**config.mk**
```make
export PLATFORM = sky130hd
export DESIGN_NAME = heater_current_alarm_monitor
export DESIGN_NICKNAME = d
export VERILOG_FILES = /design/src/ct_alarm_pkg.sv /design/src/ct_channel.sv /design/src/heater_current_alarm_monitor.sv
export SDC_FILE = /design/constraint.sdc
export NUM_CORES = 1
export LEC_CHECK = 0
export BUFFER_PORTS_ARGS = -buffer_cell sky130_fd_sc_hd__buf_2
export CAP_MARGIN = 10
export CORE_UTILIZATION = 30
export DETAILED_ROUTE_END_ITERATION = 7
export SLEW_MARGIN = 5
export SYNTH_ARGS = -nofsm -noshare
export SYNTH_HDL_FRONTEND = slang
export SYNTH_HIERARCHICAL = 1
export SYNTH_SLANG_ARGS = --single-unit
```
**constraint.sdc**
```tcl
create_clock -name mclk_i -period 7.5 [get_ports mclk_i]
set_input_delay 1.125 -clock mclk_i [delete_from_list [all_inputs] [get_ports mclk_i]]
set_output_delay 1.125 -clock mclk_i [all_outputs]
set_load 0.01 [all_outputs]
```
**src/ct_alarm_pkg.sv**
```systemverilog
package ct_alarm_pkg;

  // Register byte offsets
  localparam logic [7:0] CTRL_OFS = 8'h00;
  localparam logic [7:0] OPEN_TH1_OFS = 8'h04;
  localparam logic [7:0] OPEN_TH2_OFS = 8'h08;
  localparam logic [7:0] SHORT_TH1_OFS = 8'h0C;
  localparam logic [7:0] SHORT_TH2_OFS = 8'h10;
  localparam logic [7:0] HEAT_MON1_OFS = 8'h14;
  localparam logic [7:0] HEAT_MON2_OFS = 8'h18;
  localparam logic [7:0] LEAK_MON1_OFS = 8'h1C;
  localparam logic [7:0] LEAK_MON2_OFS = 8'h20;
  localparam logic [7:0] ALARM_OFS = 8'h24;
  localparam logic [7:0] IRQ_STAT_OFS = 8'h28;
  localparam logic [7:0] IRQ_MASK_OFS = 8'h2C;
  localparam logic [7:0] CONFIG_OFS = 8'h30;

  // Control register fields
  localparam int CTRL_OPEN_EN_BIT = 0;
  localparam int CTRL_SHORT_EN_BIT = 1;
  localparam int CTRL_FAST_BIT = 2;
  localparam logic [2:0] CTRL_RST = 3'h0;

  // Currents in units of 0.1 A
  localparam logic [15:0] MON_MAX = 16'h0226;
  localparam logic [15:0] TH_MAX = 16'h01F4;
  localparam logic [15:0] OVER_RANGE = 16'hFFFF;
  localparam logic [15:0] OPEN_TH_RST = 16'h0000;
  localparam logic [15:0] SHORT_TH_RST = 16'h01F4;
  localparam logic [3:0] IRQ_MASK_RST = 4'h0;

  // Skip windows, in milliseconds
  localparam int OPEN_SKIP_MS = 100;
  localparam int OPEN_SKIP_FAST_MS = 30;
  localparam int SHORT_SKIP_MS = 100;
  localparam int SHORT_SKIP_FAST_MS = 35;
  localparam int MS_COUNT_W = 8;

  // Millisecond tick derived from the 50 MHz clock
  localparam int CLK_PERIOD_NS = 20;
  localparam int MS_NS = 1000000;
  localparam int MS_CYCLES = MS_NS / CLK_PERIOD_NS;

  // AXI4-Lite responses
  localparam logic [1:0] RESP_OKAY = 2'h0;
  localparam logic [1:0] RESP_SLVERR = 2'h2;

  // Monitor value with the over-range code substituted
  function automatic logic [15:0] mon_code(input logic [15:0] cur);
    mon_code = (cur > MON_MAX) ? OVER_RANGE : cur;
  endfunction

endpackage

```
**src/ct_channel.sv**
```systemverilog
`timescale 1ns/100ps
module ct_channel
  import ct_alarm_pkg::*;
(
  input wire logic mclk_i,
  input wire logic rst_n_i,
  input wire logic sample_i,
  input wire logic heat_on_i,
  input wire logic on_ok_i,
  input wire logic off_ok_i,
  input wire logic open_en_i,
  input wire logic short_en_i,
  input wire logic [15:0] current_i,
  input wire logic [15:0] open_th_i,
  input wire logic [15:0] short_th_i,
  output logic [15:0] heat_mon_o,
  output logic [15:0] leak_mon_o,
  output logic open_alarm_o,
  output logic short_alarm_o
);

  logic [15:0] heat_mon_r, heat_mon_nxt, leak_mon_r, leak_mon_nxt;
  logic open_r, open_nxt, short_r, short_nxt;

  // Threshold 0 forces off, full scale forces on, else below threshold
  function automatic logic open_judge(input logic [15:0] cur, input logic [15:0] th);
    if (th == 16'h0000)
      open_judge = 1'b0;
    else if (th >= TH_MAX)
      open_judge = 1'b1;
    else
      open_judge = cur < th;
  endfunction

  // Full scale forces off, threshold 0 forces on, else above threshold
  function automatic logic short_judge(input logic [15:0] cur, input logic [15:0] th);
    if (th >= TH_MAX)
      short_judge = 1'b0;
    else if (th == 16'h0000)
      short_judge = 1'b1;
    else
      short_judge = cur > th;
  endfunction

  ////////////////////////////////////////////////////////////////////////////////
  // Measurement and judgement; short intervals leave the alarm untouched
  always_comb
  begin
    heat_mon_nxt = heat_mon_r;
    leak_mon_nxt = leak_mon_r;
    open_nxt = open_r;
    short_nxt = short_r;
    if (sample_i && heat_on_i)
    begin
      heat_mon_nxt = mon_code(current_i);
      if (on_ok_i)
        open_nxt = open_judge(current_i, open_th_i);
    end
    if (sample_i && !heat_on_i)
    begin
      leak_mon_nxt = mon_code(current_i);
      if (off_ok_i)
        short_nxt = short_judge(current_i, short_th_i);
    end
    if (!open_en_i)
      open_nxt = 1'b0;
    if (!short_en_i)
      short_nxt = 1'b0;
  end

  always_ff @(posedge mclk_i)
  begin
    if (!rst_n_i)
    begin
      heat_mon_r <= 16'h0000;
      leak_mon_r <= 16'h0000;
      open_r <= 1'b0;
      short_r <= 1'b0;
    end
    else
    begin
      heat_mon_r <= heat_mon_nxt;
      leak_mon_r <= leak_mon_nxt;
      open_r <= open_nxt;
      short_r <= short_nxt;
    end
  end

  assign heat_mon_o = heat_mon_r;
  assign leak_mon_o = leak_mon_r;
  assign open_alarm_o = open_r;
  assign short_alarm_o = short_r;
endmodule // ct_channel

```
**src/heater_current_alarm_monitor.sv**
```systemverilog
// The address map and register access over AXI4-Lite were left to the implementer.
`timescale 1ns/100ps
module heater_current_alarm_monitor
  import ct_alarm_pkg::*;
#(
  parameter int CT_CHANNELS = 2,
  parameter int TICK_CYCLES = MS_CYCLES
)
(
  input wire logic mclk_i,
  input wire logic rst_n_i,
  input wire logic heat_on_i,
  input wire logic ct_sample_i,
  input wire logic [15:0] ct1_current_i,
  input wire logic [15:0] ct2_current_i,
  input wire logic [7:0] s_axi_awaddr_i,
  input wire logic s_axi_awvalid_i,
  output logic s_axi_awready_o,
  input wire logic [31:0] s_axi_wdata_i,
  input wire logic [3:0] s_axi_wstrb_i,
  input wire logic s_axi_wvalid_i,
  output logic s_axi_wready_o,
  output logic [1:0] s_axi_bresp_o,
  output logic s_axi_bvalid_o,
  input wire logic s_axi_bready_i,
  input wire logic [7:0] s_axi_araddr_i,
  input wire logic s_axi_arvalid_i,
  output logic s_axi_arready_o,
  output logic [31:0] s_axi_rdata_o,
  output logic [1:0] s_axi_rresp_o,
  output logic s_axi_rvalid_o,
  input wire logic s_axi_rready_i,
  output logic [1:0] heater_open_alarm_o,
  output logic [1:0] relay_short_alarm_o,
  output logic [1:0] flash_heat_o,
  output logic [1:0] flash_leak_o,
  output logic irq_o
);

  localparam int TICK_W = $clog2(TICK_CYCLES);

  logic [TICK_W-1:0] tick_r, tick_nxt;
  logic [MS_COUNT_W-1:0] on_ms_r, on_ms_nxt, off_ms_r, off_ms_nxt;
  logic heat_d_r, heat_d_nxt, tick_ms;
  logic on_ok, off_ok;
  logic [MS_COUNT_W-1:0] open_lim, short_lim;
  logic [2:0] ctrl_r, ctrl_nxt;
  logic [15:0] open_th_r [2], open_th_nxt [2], short_th_r [2], short_th_nxt [2];
  logic [15:0] heat_mon [2], leak_mon [2], cur [2];
  logic [1:0] open_al, short_al, open_d_r, short_d_r;
  logic [3:0] stat_r, stat_nxt, mask_r, mask_nxt;
  logic irq_r, irq_nxt;
  logic [1:0] flash_heat_r, flash_leak_r;
  logic aw_full_r, aw_full_nxt, w_full_r, w_full_nxt;
  logic [7:0] aw_addr_r, aw_addr_nxt;
  logic [31:0] w_data_r, w_data_nxt;
  logic [3:0] w_strb_r, w_strb_nxt;
  logic bvalid_r, bvalid_nxt, awready_r, awready_nxt, wready_r, wready_nxt;
  logic [1:0] bresp_r, bresp_nxt, rresp_r, rresp_nxt;
  logic rvalid_r, rvalid_nxt, arready_r, arready_nxt;
  logic [31:0] rdata_r, rdata_nxt;
  logic do_write, rd_hit;
  logic [31:0] rd_word;
  logic two_ch;

  assign two_ch = (CT_CHANNELS > 1);
  assign cur[0] = ct1_current_i;
  assign cur[1] = ct2_current_i;

  // Byte-lane merge for a 16-bit register
  function automatic logic [15:0] merge16(input logic [15:0] old, input logic [31:0] d,
                                          input logic [3:0] s);
    merge16 = {s[1] ? d[15:8] : old[15:8], s[0] ? d[7:0] : old[7:0]};
  endfunction

  // Settings above full scale are pinned to full scale
  function automatic logic [15:0] clamp_th(input logic [15:0] v);
    clamp_th = (v > TH_MAX) ? TH_MAX : v;
  endfunction

  ////////////////////////////////////////////////////////////////////////////////
  // Millisecond tick and on/off interval timers
  always_comb
  begin
    tick_ms = (tick_r == TICK_W'(TICK_CYCLES - 1));
    tick_nxt = tick_ms ? '0 : tick_r + 1'b1;
    heat_d_nxt = heat_on_i;
    on_ms_nxt = on_ms_r;
    off_ms_nxt = off_ms_r;
    // A new interval starts from zero on every output edge
    if (heat_on_i != heat_d_r)
    begin
      on_ms_nxt = '0;
      off_ms_nxt = '0;
    end
    else if (tick_ms && heat_on_i && on_ms_r != '1)
      on_ms_nxt = on_ms_r + 1'b1;
    else if (tick_ms && !heat_on_i && off_ms_r != '1)
      off_ms_nxt = off_ms_r + 1'b1;
  end

  always_ff @(posedge mclk_i)
  begin
    if (!rst_n_i)
    begin
      tick_r <= '0;
      on_ms_r <= '0;
      off_ms_r <= '0;
      heat_d_r <= 1'b0;
    end
    else
    begin
      tick_r <= tick_nxt;
      on_ms_r <= on_ms_nxt;
      off_ms_r <= off_ms_nxt;
      heat_d_r <= heat_d_nxt;
    end
  end

  // Detection only once the interval has outlived its skip window
  assign open_lim = ctrl_r[CTRL_FAST_BIT] ? MS_COUNT_W'(OPEN_SKIP_FAST_MS)
                                          : MS_COUNT_W'(OPEN_SKIP_MS);
  assign short_lim = ctrl_r[CTRL_FAST_BIT] ? MS_COUNT_W'(SHORT_SKIP_FAST_MS)
                                           : MS_COUNT_W'(SHORT_SKIP_MS);
  assign on_ok = heat_on_i && heat_d_r && (on_ms_r > open_lim);
  assign off_ok = !heat_on_i && !heat_d_r && (off_ms_r > short_lim);

  ////////////////////////////////////////////////////////////////////////////////
  // Channels; an unfitted second channel reads and alarms as zero
  for (genvar c = 0; c < 2; c++)
  begin : g_ch
    if (c < CT_CHANNELS)
    begin : g_fit
      ct_channel u_ch (
        .mclk_i(mclk_i),
        .rst_n_i(rst_n_i),
        .sample_i(ct_sample_i),
        .heat_on_i(heat_on_i),
        .on_ok_i(on_ok),
        .off_ok_i(off_ok),
        .open_en_i(ctrl_r[CTRL_OPEN_EN_BIT]),
        .short_en_i(ctrl_r[CTRL_SHORT_EN_BIT]),
        .current_i(cur[c]),
        .open_th_i(open_th_r[c]),
        .short_th_i(short_th_r[c]),
        .heat_mon_o(heat_mon[c]),
        .leak_mon_o(leak_mon[c]),
        .open_alarm_o(open_al[c]),
        .short_alarm_o(short_al[c])
      );
    end
    else
    begin : g_absent
      assign heat_mon[c] = 16'h0000;
      assign leak_mon[c] = 16'h0000;
      assign open_al[c] = 1'b0;
      assign short_al[c] = 1'b0;
    end
  end

  assign heater_open_alarm_o = open_al;
  assign relay_short_alarm_o = short_al;

  ////////////////////////////////////////////////////////////////////////////////
  // Read decode; disabled or absent items read as zero
  always_comb
  begin
    rd_hit = 1'b1;
    rd_word = 32'h0000_0000;
    unique case (s_axi_araddr_i)
      CTRL_OFS: rd_word = {29'h0, ctrl_r};
      OPEN_TH1_OFS: rd_word = ctrl_r[CTRL_OPEN_EN_BIT] ? {16'h0, open_th_r[0]} : '0;
      OPEN_TH2_OFS: rd_word = (ctrl_r[CTRL_OPEN_EN_BIT] && two_ch) ? {16'h0, open_th_r[1]} : '0;
      SHORT_TH1_OFS: rd_word = ctrl_r[CTRL_SHORT_EN_BIT] ? {16'h0, short_th_r[0]} : '0;
      SHORT_TH2_OFS: rd_word = (ctrl_r[CTRL_SHORT_EN_BIT] && two_ch) ? {16'h0, short_th_r[1]}
                                                                     : '0;
      HEAT_MON1_OFS: rd_word = ctrl_r[CTRL_OPEN_EN_BIT] ? {16'h0, heat_mon[0]} : '0;
      HEAT_MON2_OFS: rd_word = ctrl_r[CTRL_OPEN_EN_BIT] ? {16'h0, heat_mon[1]} : '0;
      LEAK_MON1_OFS: rd_word = ctrl_r[CTRL_SHORT_EN_BIT] ? {16'h0, leak_mon[0]} : '0;
      LEAK_MON2_OFS: rd_word = ctrl_r[CTRL_SHORT_EN_BIT] ? {16'h0, leak_mon[1]} : '0;
      ALARM_OFS: rd_word = {28'h0, short_al, open_al};
      IRQ_STAT_OFS: rd_word = {28'h0, stat_r};
      IRQ_MASK_OFS: rd_word = {28'h0, mask_r};
      CONFIG_OFS: rd_word = {31'h0, two_ch};
      default: rd_hit = 1'b0;
    endcase
  end

  ////////////////////////////////////////////////////////////////////////////////
  // AXI4-Lite channels; address and data may arrive in either order
  always_comb
  begin
    aw_full_nxt = aw_full_r;
    aw_addr_nxt = aw_addr_r;
    w_full_nxt = w_full_r;
    w_data_nxt = w_data_r;
    w_strb_nxt = w_strb_r;
    bvalid_nxt = bvalid_r;
    bresp_nxt = bresp_r;
    rvalid_nxt = rvalid_r;
    rdata_nxt = rdata_r;
    rresp_nxt = rresp_r;
    do_write = aw_full_r && w_full_r && !bvalid_r;
    if (s_axi_awvalid_i && awready_r)
    begin
      aw_full_nxt = 1'b1;
      aw_addr_nxt = s_axi_awaddr_i;
    end
    if (s_axi_wvalid_i && wready_r)
    begin
      w_full_nxt = 1'b1;
      w_data_nxt = s_axi_wdata_i;
      w_strb_nxt = s_axi_wstrb_i;
    end
    if (do_write)
    begin
      aw_full_nxt = 1'b0;
      w_full_nxt = 1'b0;
      bvalid_nxt = 1'b1;
      bresp_nxt = RESP_OKAY;
      if (aw_addr_r[1:0] != 2'h0 || aw_addr_r > CONFIG_OFS)
        bresp_nxt = RESP_SLVERR;
    end
    else if (bvalid_r && s_axi_bready_i)
      bvalid_nxt = 1'b0;
    if (s_axi_arvalid_i && arready_r)
    begin
      rvalid_nxt = 1'b1;
      rdata_nxt = rd_word;
      rresp_nxt = rd_hit ? RESP_OKAY : RESP_SLVERR;
    end
    else if (rvalid_r && s_axi_rready_i)
      rvalid_nxt = 1'b0;
    // Ready flags are registered so every bus output leaves a flop
    awready_nxt = !aw_full_nxt && !bvalid_nxt;
    wready_nxt = !w_full_nxt && !bvalid_nxt;
    arready_nxt = !rvalid_nxt;
  end

  always_ff @(posedge mclk_i)
  begin
    if (!rst_n_i)
    begin
      aw_full_r <= 1'b0;
      aw_addr_r <= 8'h00;
      w_full_r <= 1'b0;
      w_data_r <= 32'h0000_0000;
      w_strb_r <= 4'h0;
      bvalid_r <= 1'b0;
      bresp_r <= RESP_OKAY;
      rvalid_r <= 1'b0;
      rdata_r <= 32'h0000_0000;
      rresp_r <= RESP_OKAY;
      awready_r <= 1'b0;
      wready_r <= 1'b0;
      arready_r <= 1'b0;
    end
    else
    begin
      aw_full_r <= aw_full_nxt;
      aw_addr_r <= aw_addr_nxt;
      w_full_r <= w_full_nxt;
      w_data_r <= w_data_nxt;
      w_strb_r <= w_strb_nxt;
      bvalid_r <= bvalid_nxt;
      bresp_r <= bresp_nxt;
      rvalid_r <= rvalid_nxt;
      rdata_r <= rdata_nxt;
      rresp_r <= rresp_nxt;
      awready_r <= awready_nxt;
      wready_r <= wready_nxt;
      arready_r <= arready_nxt;
    end
  end

  assign s_axi_awready_o = awready_r;
  assign s_axi_wready_o = wready_r;
  assign s_axi_bvalid_o = bvalid_r;
  assign s_axi_bresp_o = bresp_r;
  assign s_axi_arready_o = arready_r;
  assign s_axi_rvalid_o = rvalid_r;
  assign s_axi_rdata_o = rdata_r;
  assign s_axi_rresp_o = rresp_r;

  ////////////////////////////////////////////////////////////////////////////////
  // Settings, sticky events, interrupt and flash requests
  always_comb
  begin
    ctrl_nxt = ctrl_r;
    open_th_nxt = open_th_r;
    short_th_nxt = short_th_r;
    mask_nxt = mask_r;
    stat_nxt = stat_r;
    if (do_write)
    begin
      unique case (aw_addr_r)
        CTRL_OFS: if (w_strb_r[0]) ctrl_nxt = w_data_r[2:0];
        OPEN_TH1_OFS: if (ctrl_r[CTRL_OPEN_EN_BIT])
          open_th_nxt[0] = clamp_th(merge16(open_th_r[0], w_data_r, w_strb_r));
        OPEN_TH2_OFS: if (ctrl_r[CTRL_OPEN_EN_BIT] && two_ch)
          open_th_nxt[1] = clamp_th(merge16(open_th_r[1], w_data_r, w_strb_r));
        SHORT_TH1_OFS: if (ctrl_r[CTRL_SHORT_EN_BIT])
          short_th_nxt[0] = clamp_th(merge16(short_th_r[0], w_data_r, w_strb_r));
        SHORT_TH2_OFS: if (ctrl_r[CTRL_SHORT_EN_BIT] && two_ch)
          short_th_nxt[1] = clamp_th(merge16(short_th_r[1], w_data_r, w_strb_r));
        IRQ_STAT_OFS: if (w_strb_r[0]) stat_nxt = stat_r & ~w_data_r[3:0];
        IRQ_MASK_OFS: if (w_strb_r[0]) mask_nxt = w_data_r[3:0];
        default: ;
      endcase
    end
    // New alarms set after the clear so an event in the clear cycle survives
    stat_nxt = stat_nxt | {short_al & ~short_d_r, open_al & ~open_d_r};
    irq_nxt = |(stat_nxt & mask_nxt);
  end

  always_ff @(posedge mclk_i)
  begin
    if (!rst_n_i)
    begin
      ctrl_r <= CTRL_RST;
      open_th_r <= '{OPEN_TH_RST, OPEN_TH_RST};
      short_th_r <= '{SHORT_TH_RST, SHORT_TH_RST};
      mask_r <= IRQ_MASK_RST;
      stat_r <= 4'h0;
      irq_r <= 1'b0;
      open_d_r <= 2'h0;
      short_d_r <= 2'h0;
      flash_heat_r <= 2'h0;
      flash_leak_r <= 2'h0;
    end
    else
    begin
      ctrl_r <= ctrl_nxt;
      open_th_r <= open_th_nxt;
      short_th_r <= short_th_nxt;
      mask_r <= mask_nxt;
      stat_r <= stat_nxt;
      irq_r <= irq_nxt;
      open_d_r <= open_al;
      short_d_r <= short_al;
      flash_heat_r <= open_al;
      flash_leak_r <= short_al;
    end
  end

  assign flash_heat_o = flash_heat_r;
  assign flash_leak_o = flash_leak_r;
  assign irq_o = irq_r;
endmodule // heater_current_alarm_monitor

```
==> results.md, run 1 <==
- Status: finished clean
- Antenna cell count: 0
- Synth cell types: 71
- Clk_lat worst skew: 540 ps
- Busiest layer in global routing: met2
- CTS tree: yes
- Share of flip-flops with an asynchronous set or reset: 0%
- Pleak: 5.48 nW
- Commonest non-fill, non-tap cells in the layout: 232 x dfxtp_1, 157 x nor2_1, 136 x nand2_1
- Endpoint class of the critical path: flop
- Rows: 73
- Post-layout min period: 3140 ps
- Cell count after synthesis: 1483
- Via Count: 11453
- Commonest non-fill, non-tap cell in the layout: dfxtp_1
- Peak Freq: 0.318 GHz
- Final core utilization: 35.2%
- Hold_ws: 441 ps
- Hold buffers post-CTS: 0
- Grt met1 use: 26.7%
- Final setup TNS: 0 ps
- Routed WL: 41.0 mm
- Drt drc: 0
- Final period util: 41.9%
- Io pins: 143
- Clk slew on worst S/H paths: 60 ps
- Nets: 1722
- Clock root buffer: clkbuf_16
- Slew HR: 25.5%
- #FFs+latches synth: 232
- Drt via density: 5.46
- Slew Viols, Final: 0
- P&R area growth vs syn: 15.6%
- Die height: 203 um
- Placed cell count: 2049
- Final instance area: 14000 um^2
- Routed length per placed instance: 19.5 um
- PortBufs: 106
- Post-cts resize count: 0
- Routability cong.: 0.930
- Peak supply drop: 0.175 mV
- Placement Cell Area: 13100 um^2
- Worst setup SP type: flop
- Layout cells sized above 1: 12.2%
- Worst-Margin Slew: 1110 ps
- DRT Pass-1 Iters: 7
- Yosys Warn Count: 6
- Vias in the first global route: 10717
- Synth Area per Inst: 8.17 um^2
- Max clock buf depth: 3
- First-pass GRT wire length: 62.5 mm
- Core area: 39800 um^2
- Sequential-to-total area share from yosys stat: 38.3%
- Drt first-iter violations: 1033
- RSZ-0062 raised after global routing: false
- Synth Cell Area: 12100 um^2
- Post-synth EDFFs: 0
- H-tree levels: 1
- Die Wd: 203 um
- M3 GR Usage: 2.84%
- Final setup viols: 0
- Final Hold Violating Endpoints: 0
- Met2 usage: 31.3%
- Power Dens Cells: 207 nW/um^2
- ANT nets after route: 0
- WP data required: 7980 ps
- Grt total ovfl: 0
- CP Max Fanout: 9
- Initial Util: 30.4%
- Hpwl dp: 30.6 mm
- Final Skew: 10.4 ps
- Worst min path class: reg2reg
- Worst path arrival time: 3620 ps
- # Max-Cap Violations: 0
- Num Clock Sinks: 232
- Pin count of the biggest net entering global routing: 73
- Worst Setup Path Type: reg2reg
- Initial antenna violation count: 0
- Post-Layout Cell Count: 2096
- Top FF cell, synth: dfxtp_1
- Place WS: 4070 ps
- Post-CTS setup buffers: 0
- GRT Total Usage: 19.4%
- Num CTS Buffers: 27
- Fin worst setup slack: 4360 ps
- Total chip power: 2.90 mW
- Die area: 41200 um^2
[power by group]
part / switching, mW / internal, mW
Combinational: 0.141 / 0.0732
Sequential: 0.0273 / 1.27
Clock: 0.526 / 0.862
Total: 0.694 / 2.20
[critical path: stages, from the launching register on]
cell,delay (ps)
dfxtp_1,610
inv_1,160
ha_1,320
nor2b_1,130
o21ai_0,80
a21oi_1,110
o21ai_0,80
a21boi_0,830
nand3_1,210
nor4_1,360
a41oi_1,80
nand2_1,100
[cell type report]
type | count | area, um^2
sequential | 232 | 4640
fill | 4189 | 25800
timing repair buffer | 118 | 623
multi-input combinational | 1082 | 6810
inverter | 92 | 345
clock buffer | 37 | 783
clock inverter | 10 | 156
tap | 525 | 657
[final timing paths]
kind	cells past startpoint	from	slack, ps	to
setup / recovery	11	ctrl_r[2]	4360	g_ch[0].g_fit.u_ch/short_alarm_o
hold / removal	1	tick_r[0]	440	tick_r[0]
setup reg to reg	11	ctrl_r[2]	4360	g_ch[0].g_fit.u_ch/short_alarm_o
hold reg to reg	1	tick_r[0]	440	tick_r[0]
[sequential cells by signal, indices dropped and copies added (netlist names), 8 cells and up]
name and count:
off_ms_r 8, g_ch.g_fit.u_ch/leak_mon_o 32, open_th_r 32, tick_r 16, short_th_r 32, w_data_r 16, g_ch.g_fit.u_ch/heat_mon_o 32, s_axi_rdata_o 16
on_ms_r 8, aw_addr_r 8
[layer usage]
metal  vias up  wire length [um]
li1       5536                 -
met5         -                 0
met3        69              2830
met2       418             18600
met4         0              1070
met1      5430             18400
[cell families after synthesis]
kind of cell / after synthesis / synth area share, %
AOI/OAI and AO/OA: 408 / 22.5
xor gates and xnor gates: 21 / 1.52
adders and majority gates: 76 / 7.85
buffers and inverters: 186 / 6.32
DFF: 232 / 38.3
muxes: 12 / 1.01
other: 1 / 0.0309
and+or+nand+nor: 547 / 22.4
[cells in the mapped netlist (all sizes together) (9+ instances only)]
cell type,count,share of area [%]
a211oi,18,1.1
a21o,10,0.74
a21oi,103,4.3
a22o,13,0.94
a22oi,64,4.0
a31oi,15,0.77
and3,39,2.0
buf,25,1.3
clkbuf,69,2.1
dfxtp,232,38
ha,76,7.8
inv,91,2.8
mux2i,10,0.83
nand2,136,4.2
nand2b,16,0.83
nand3,34,1.4
nand4,40,2.1
nor2,157,4.9
nor2b,10,0.52
nor3,22,0.91
nor4,36,1.9
o211ai,9,0.56
o21ai,81,3.7
o22ai,27,1.4
o31ai,10,0.62
xnor2,13,0.94
Power figures use the tool's default switching activity.
==> run 2: changes to the inputs <==
Clock period 7.5 ns to 2.7 ns, I/O delays scaled along.
==> run 2 against run 1 <==
Clock skew fell by 1.4 ps. Fmax rose by 24%. First-iteration DRC count fell by 10%. Non-clock buffer count rose by 41. Setup slack got worse by 4200 ps. Final cell count rose by 2.1%. Worst hold slack got worse by 350 ps. Via count rose by 2.0%. Clock-buffer cell count rose by 4. Sequential power rose to 2.8 times the previous value. Sequential share of layout area fell by 0.50 points.
==> results.md, run 2 (synthesis results as in run 1) <==
- Final Hold Violating Endpoints: 0
- Worst path arrival time: 3010 ps
- Worst setup SP type: flop
- Post-layout min period: 2540 ps
- Commonest non-fill, non-tap cells in the layout: 232 x dfxtp_1, 157 x nor2_1, 136 x nand2_1
- Pin count of the biggest net entering global routing: 45
- Routed WL: 41.4 mm
- Slew Viols, Final: 0
- Power Dens Cells: 544 nW/um^2
- Final period util: 94.0%
- Number of fill cells: 4202
- CP max-delay cell: or4_1
- Die height: 203 um
- Rows: 73
- Final setup TNS: 0 ps
- CTS tree: yes
- Hpwl dp: 31.8 mm
- Drt first-iter violations: 930
- Layout cells sized above 1: 14.1%
- Num Clock Sinks: 232
- Via Count: 11685
- WP data required: 3170 ps
- Final instance area: 14200 um^2
- P&R area growth vs syn: 17.4%
- Nets: 1763
- Peak supply drop: 0.382 mV
- CP Max Fanout: 5
- Reg2Reg Setup Slack: 160 ps
- Worst R2R Path Depth: 5
- Post-CTS setup buffers: 0
- GRT Total Usage: 19.6%
- RSZ-0062 raised after global routing: false
- Initial antenna violation count: 2
- DRT Pass-1 Iters: 6
- Num CTS Buffers: 27
- Drt drc: 0
- H-tree levels: 1
- Peak Freq: 0.394 GHz
- Critical path's most frequent cell: or4_1
- ANT nets after route: 0
- Vias in the first global route: 11066
- Final Skew: 8.96 ps
- Routability cong.: 0.921
- Status: finished clean
- Pleak: 5.62 nW
- Hold buffers post-CTS: 0
- Core area: 39800 um^2
- Commonest non-fill, non-tap cell in the layout: dfxtp_1
- Placement Cell Area: 13400 um^2
- Cell breakdown of the critical path: or4_4 -> or4_1 -> or3_4 -> or4_1 -> a21oi_1
- Grt total ovfl: 0
- Max clock buf depth: 3
- PortBufs: 106
- Clk slew on worst S/H paths: 60 ps
- Post-cts resize count: 0
- Worst-Margin Slew: 647 ps
- Endpoint class of the critical path: flop
- # Max-Cap Violations: 0
- Slew HR: 56.9%
- First-pass GRT wire length: 63.8 mm
- Hold Crit Depth: 3
- Routed length per placed instance: 19.3 um
- Final setup viols: 0
- Die Wd: 203 um
- Clock root buffer: clkbuf_16
- Max incr delay on CP: 550 ps
- Drt via density: 5.46
- Die area: 41200 um^2
- Clk_lat worst skew: 550 ps
- Initial Util: 30.4%
- Io pins: 143
- Worst min path class: in2reg
- Worst Setup Path Type: reg2reg
## run 2: cell types whose count changed in the layout (fill, tap and decap cells not counted), sizes merged
cell	before	now
clkbuf	37	41
inv	91	93
buf	118	159
clkinvlp	1	2
bufinv	4	1
clkinv	6	3
diode	0	2
## run 2: area by class of cell
class	instances	area, um^2	share of cell area [%]
inverter	92	345	2.43
antenna	2	5.00	0.0352
clock inverter	7	72.6	0.510
sequential	232	4640	32.6
multi-input combinational	1082	6810	47.8
clock buffer	41	768	5.40
tap	525	657	4.62
timing repair buffer	159	931	6.54
## run 2: worst max-delay path, delay by kind of cell, from the launching register on
family | cells | cell delay, ps
simple gates | 4 | 1960
flops | 1 | 350
compound gates | 1 | 150
## run 2: routing by layer
layer | vias up | global-route usage (%) | share of wire, %
met2 | 441 | 31.1 | 45
met5 | - | 0 | 0
met4 | 0 | 7.63 | 3.4
li1 | 5613 | - | -
met3 | 64 | 2.94 | 7.2
met1 | 5567 | 26.7 | 45
## run 2: path summary, 6_finish.rpt
check                                  startpoint      endpoint
worst min-delay path            s_axi_wdata_i[13]  w_data_r[13]
worst max-delay path                   tick_r[11]   off_ms_r[5]
worst max register to register         tick_r[11]   off_ms_r[5]
worst min register to register          tick_r[0]     tick_r[0]
## run 2: report_power, final
group	internal, mW	switching [mW]	leakage (nW)
sequential	3.52	0.0626	1.89
clock	2.05	1.47	0.405
combinational	0.225	0.412	3.33
## run 2: stage by stage
step           std cells  utilization (%)  setup slack (ps)  hold slack, ps  power (mW)
2_1_floorplan       1500                -               339             413        4.03
3_3_place_gp        2090             33.6               193             426        4.27
3_5_place_dp        2090             33.6               158             434        4.29
4_1_cts             2138             35.7               154            71.7        7.81
5_1_grt             2140             35.7              66.5            83.5        8.05
6_report            2140             35.7               163            90.8        7.75
==> run 3: changes to the inputs <==
==> constraint.sdc (replaced) <==
create_clock -name mclk_i -period 2.7 [get_ports mclk_i]
set_input_delay 0.135 -clock mclk_i [delete_from_list [all_inputs] [get_ports mclk_i]]
set_output_delay 0.135 -clock mclk_i [all_outputs]
set_load 0.01 [all_outputs]
==> run 3 against run 2 <==
Non-clock buffer count is 35 higher. Final cell count rose by 1.6%. Clock skew is 15 ps higher.
==> results.md, run 3 (synthesis results as in run 1) <==
- Storage element area: 4640 um^2
- Status: finished clean
- Routed WL: 41.5 mm
- Io pins: 143
- Pleak: 5.83 nW
- Power Dens Cells: 550 nW/um^2
- Worst path arrival time: 2970 ps
- CP Max Fanout: 5
- Final setup viols: 0
- Pin count of the biggest net entering global routing: 45
- Grt total ovfl: 0
- Commonest non-fill, non-tap cell in the layout: dfxtp_1
- Worst setup SP type: flop
- CTS tree: yes
- Hold_ws: 21.4 ps
- ANT nets after route: 0
- Final setup TNS: 0 ps
- Core area: 39800 um^2
- Max incr delay on CP: 520 ps
- Cell breakdown of the critical path: or4_4 -> or4_1 -> or3_4 -> or4_1 -> a21oi_1
- Clk_lat worst skew: 550 ps
- Critical path's most frequent cell: or4_1
- Commonest non-fill, non-tap cells in the layout: 232 x dfxtp_1, 157 x nor2_1, 136 x nand2_1
- Post-layout min period: 2520 ps
- Die Wd: 203 um
- Final Hold Violating Endpoints: 0
- Initial antenna violation count: 1
- Drt drc: 0
- Clock root buffer: clkbuf_16
- Num Clock Sinks: 232
- RSZ-0062 raised after global routing: false
- Hpwl dp: 31.5 mm
- Max clock buf depth: 3
- H-tree levels: 1
- DRT Pass-1 Iters: 6
- Drt via density: 5.38
- Fin worst setup slack: 179 ps
- Post-cts resize count: 0
- Worst Setup Path Type: reg2reg
- Peak supply drop: 0.439 mV
- Multi-input logic area: 6810 um^2
- Die height: 203 um
- Routability cong.: 0.966
- Worst-Margin Slew: 718 ps
- GRT Total Usage: 19.7%
- Via Count: 11704
- Vias in the first global route: 10933
- # Max-Cap Violations: 0
- Hold buffers post-CTS: 38
- CP max-delay cell: or4_4
- Number of fill cells: 4142
- Final period util: 93.4%
- Initial Util: 30.4%
- Slew Viols, Final: 0
- Rows: 73
- WP data required: 3150 ps
- Peak Freq: 0.397 GHz
- First-pass GRT wire length: 63.7 mm
- Post-CTS setup buffers: 0
- Total chip power: 8.08 mW
- Nets: 1798
- PortBufs: 106
- Layout cells sized above 1: 14.2%
- Slew HR: 52.2%
- Clk slew on worst S/H paths: 70 ps
- Worst min path class: in2reg
- Num CTS Buffers: 27
- Endpoint class of the critical path: flop
- Final Skew: 24.4 ps
- Routed length per placed instance: 19.1 um
- Antenna cell count: 0
- Die area: 41200 um^2
- Drt first-iter violations: 1022
- P&R area growth vs syn: 21.2%
- Place WS: 215 ps
run 3: path summary, 6_finish.rpt:
check | startpoint | endpoint | slack, ps | cells past startpoint
max | tick_r[11] | off_ms_r[7] | 180 | 5
min | ct2_current_i[1] | g_ch[1].g_fit.u_ch/heat_mon_o[1] | 20 | 3
max reg2reg | tick_r[11] | off_ms_r[7] | 180 | 5
min reg2reg | w_data_r[14] | w_data_r[14] | 450 | 2
run 3: area by class of cell:
| cell class | count | area share, % |
|---|---|---|
| clock inverter | 14 | 1.09 |
| multi-input combinational | 1082 | 46.3 |
| tap | 525 | 4.47 |
| clock buffer | 36 | 5.30 |
| timing repair buffer | 194 | 8.85 |
| sequential | 232 | 31.6 |
| inverter | 92 | 2.35 |
run 3: per-stage QoR:
stage          utilization, %  cell area [um^2]  std cells
4_1_cts                  36.9             14700       2175
6_report                 36.9             14700       2175
3_5_place_dp             33.6             13400       2087
5_1_grt                  36.9             14700       2175
2_1_floorplan               -             12200       1500
3_3_place_gp             33.6             13400       2087
run 3: worst max-delay path, delay by kind of cell (launching register included):
family	cells	cell delay, ps
DFF	1	360
and+or+nand+nor	4	1920
AOI/OAI and AO/OA	1	150
run 3: report_power, final:
group          switching, mW  internal [mW]  leakage (nW)
Combinational          0.416          0.260          3.48
Sequential            0.0640           3.52          1.89
Clock                   1.51           2.31         0.460
run 3: routing by layer:
layer	share of wire [%]	routed length [um]	global-route usage [%]
met2	45	18800	31.4
met1	46	19000	27.5
met4	2.7	1120	5.93
met5	0	0	0
met3	6.2	2580	2.66
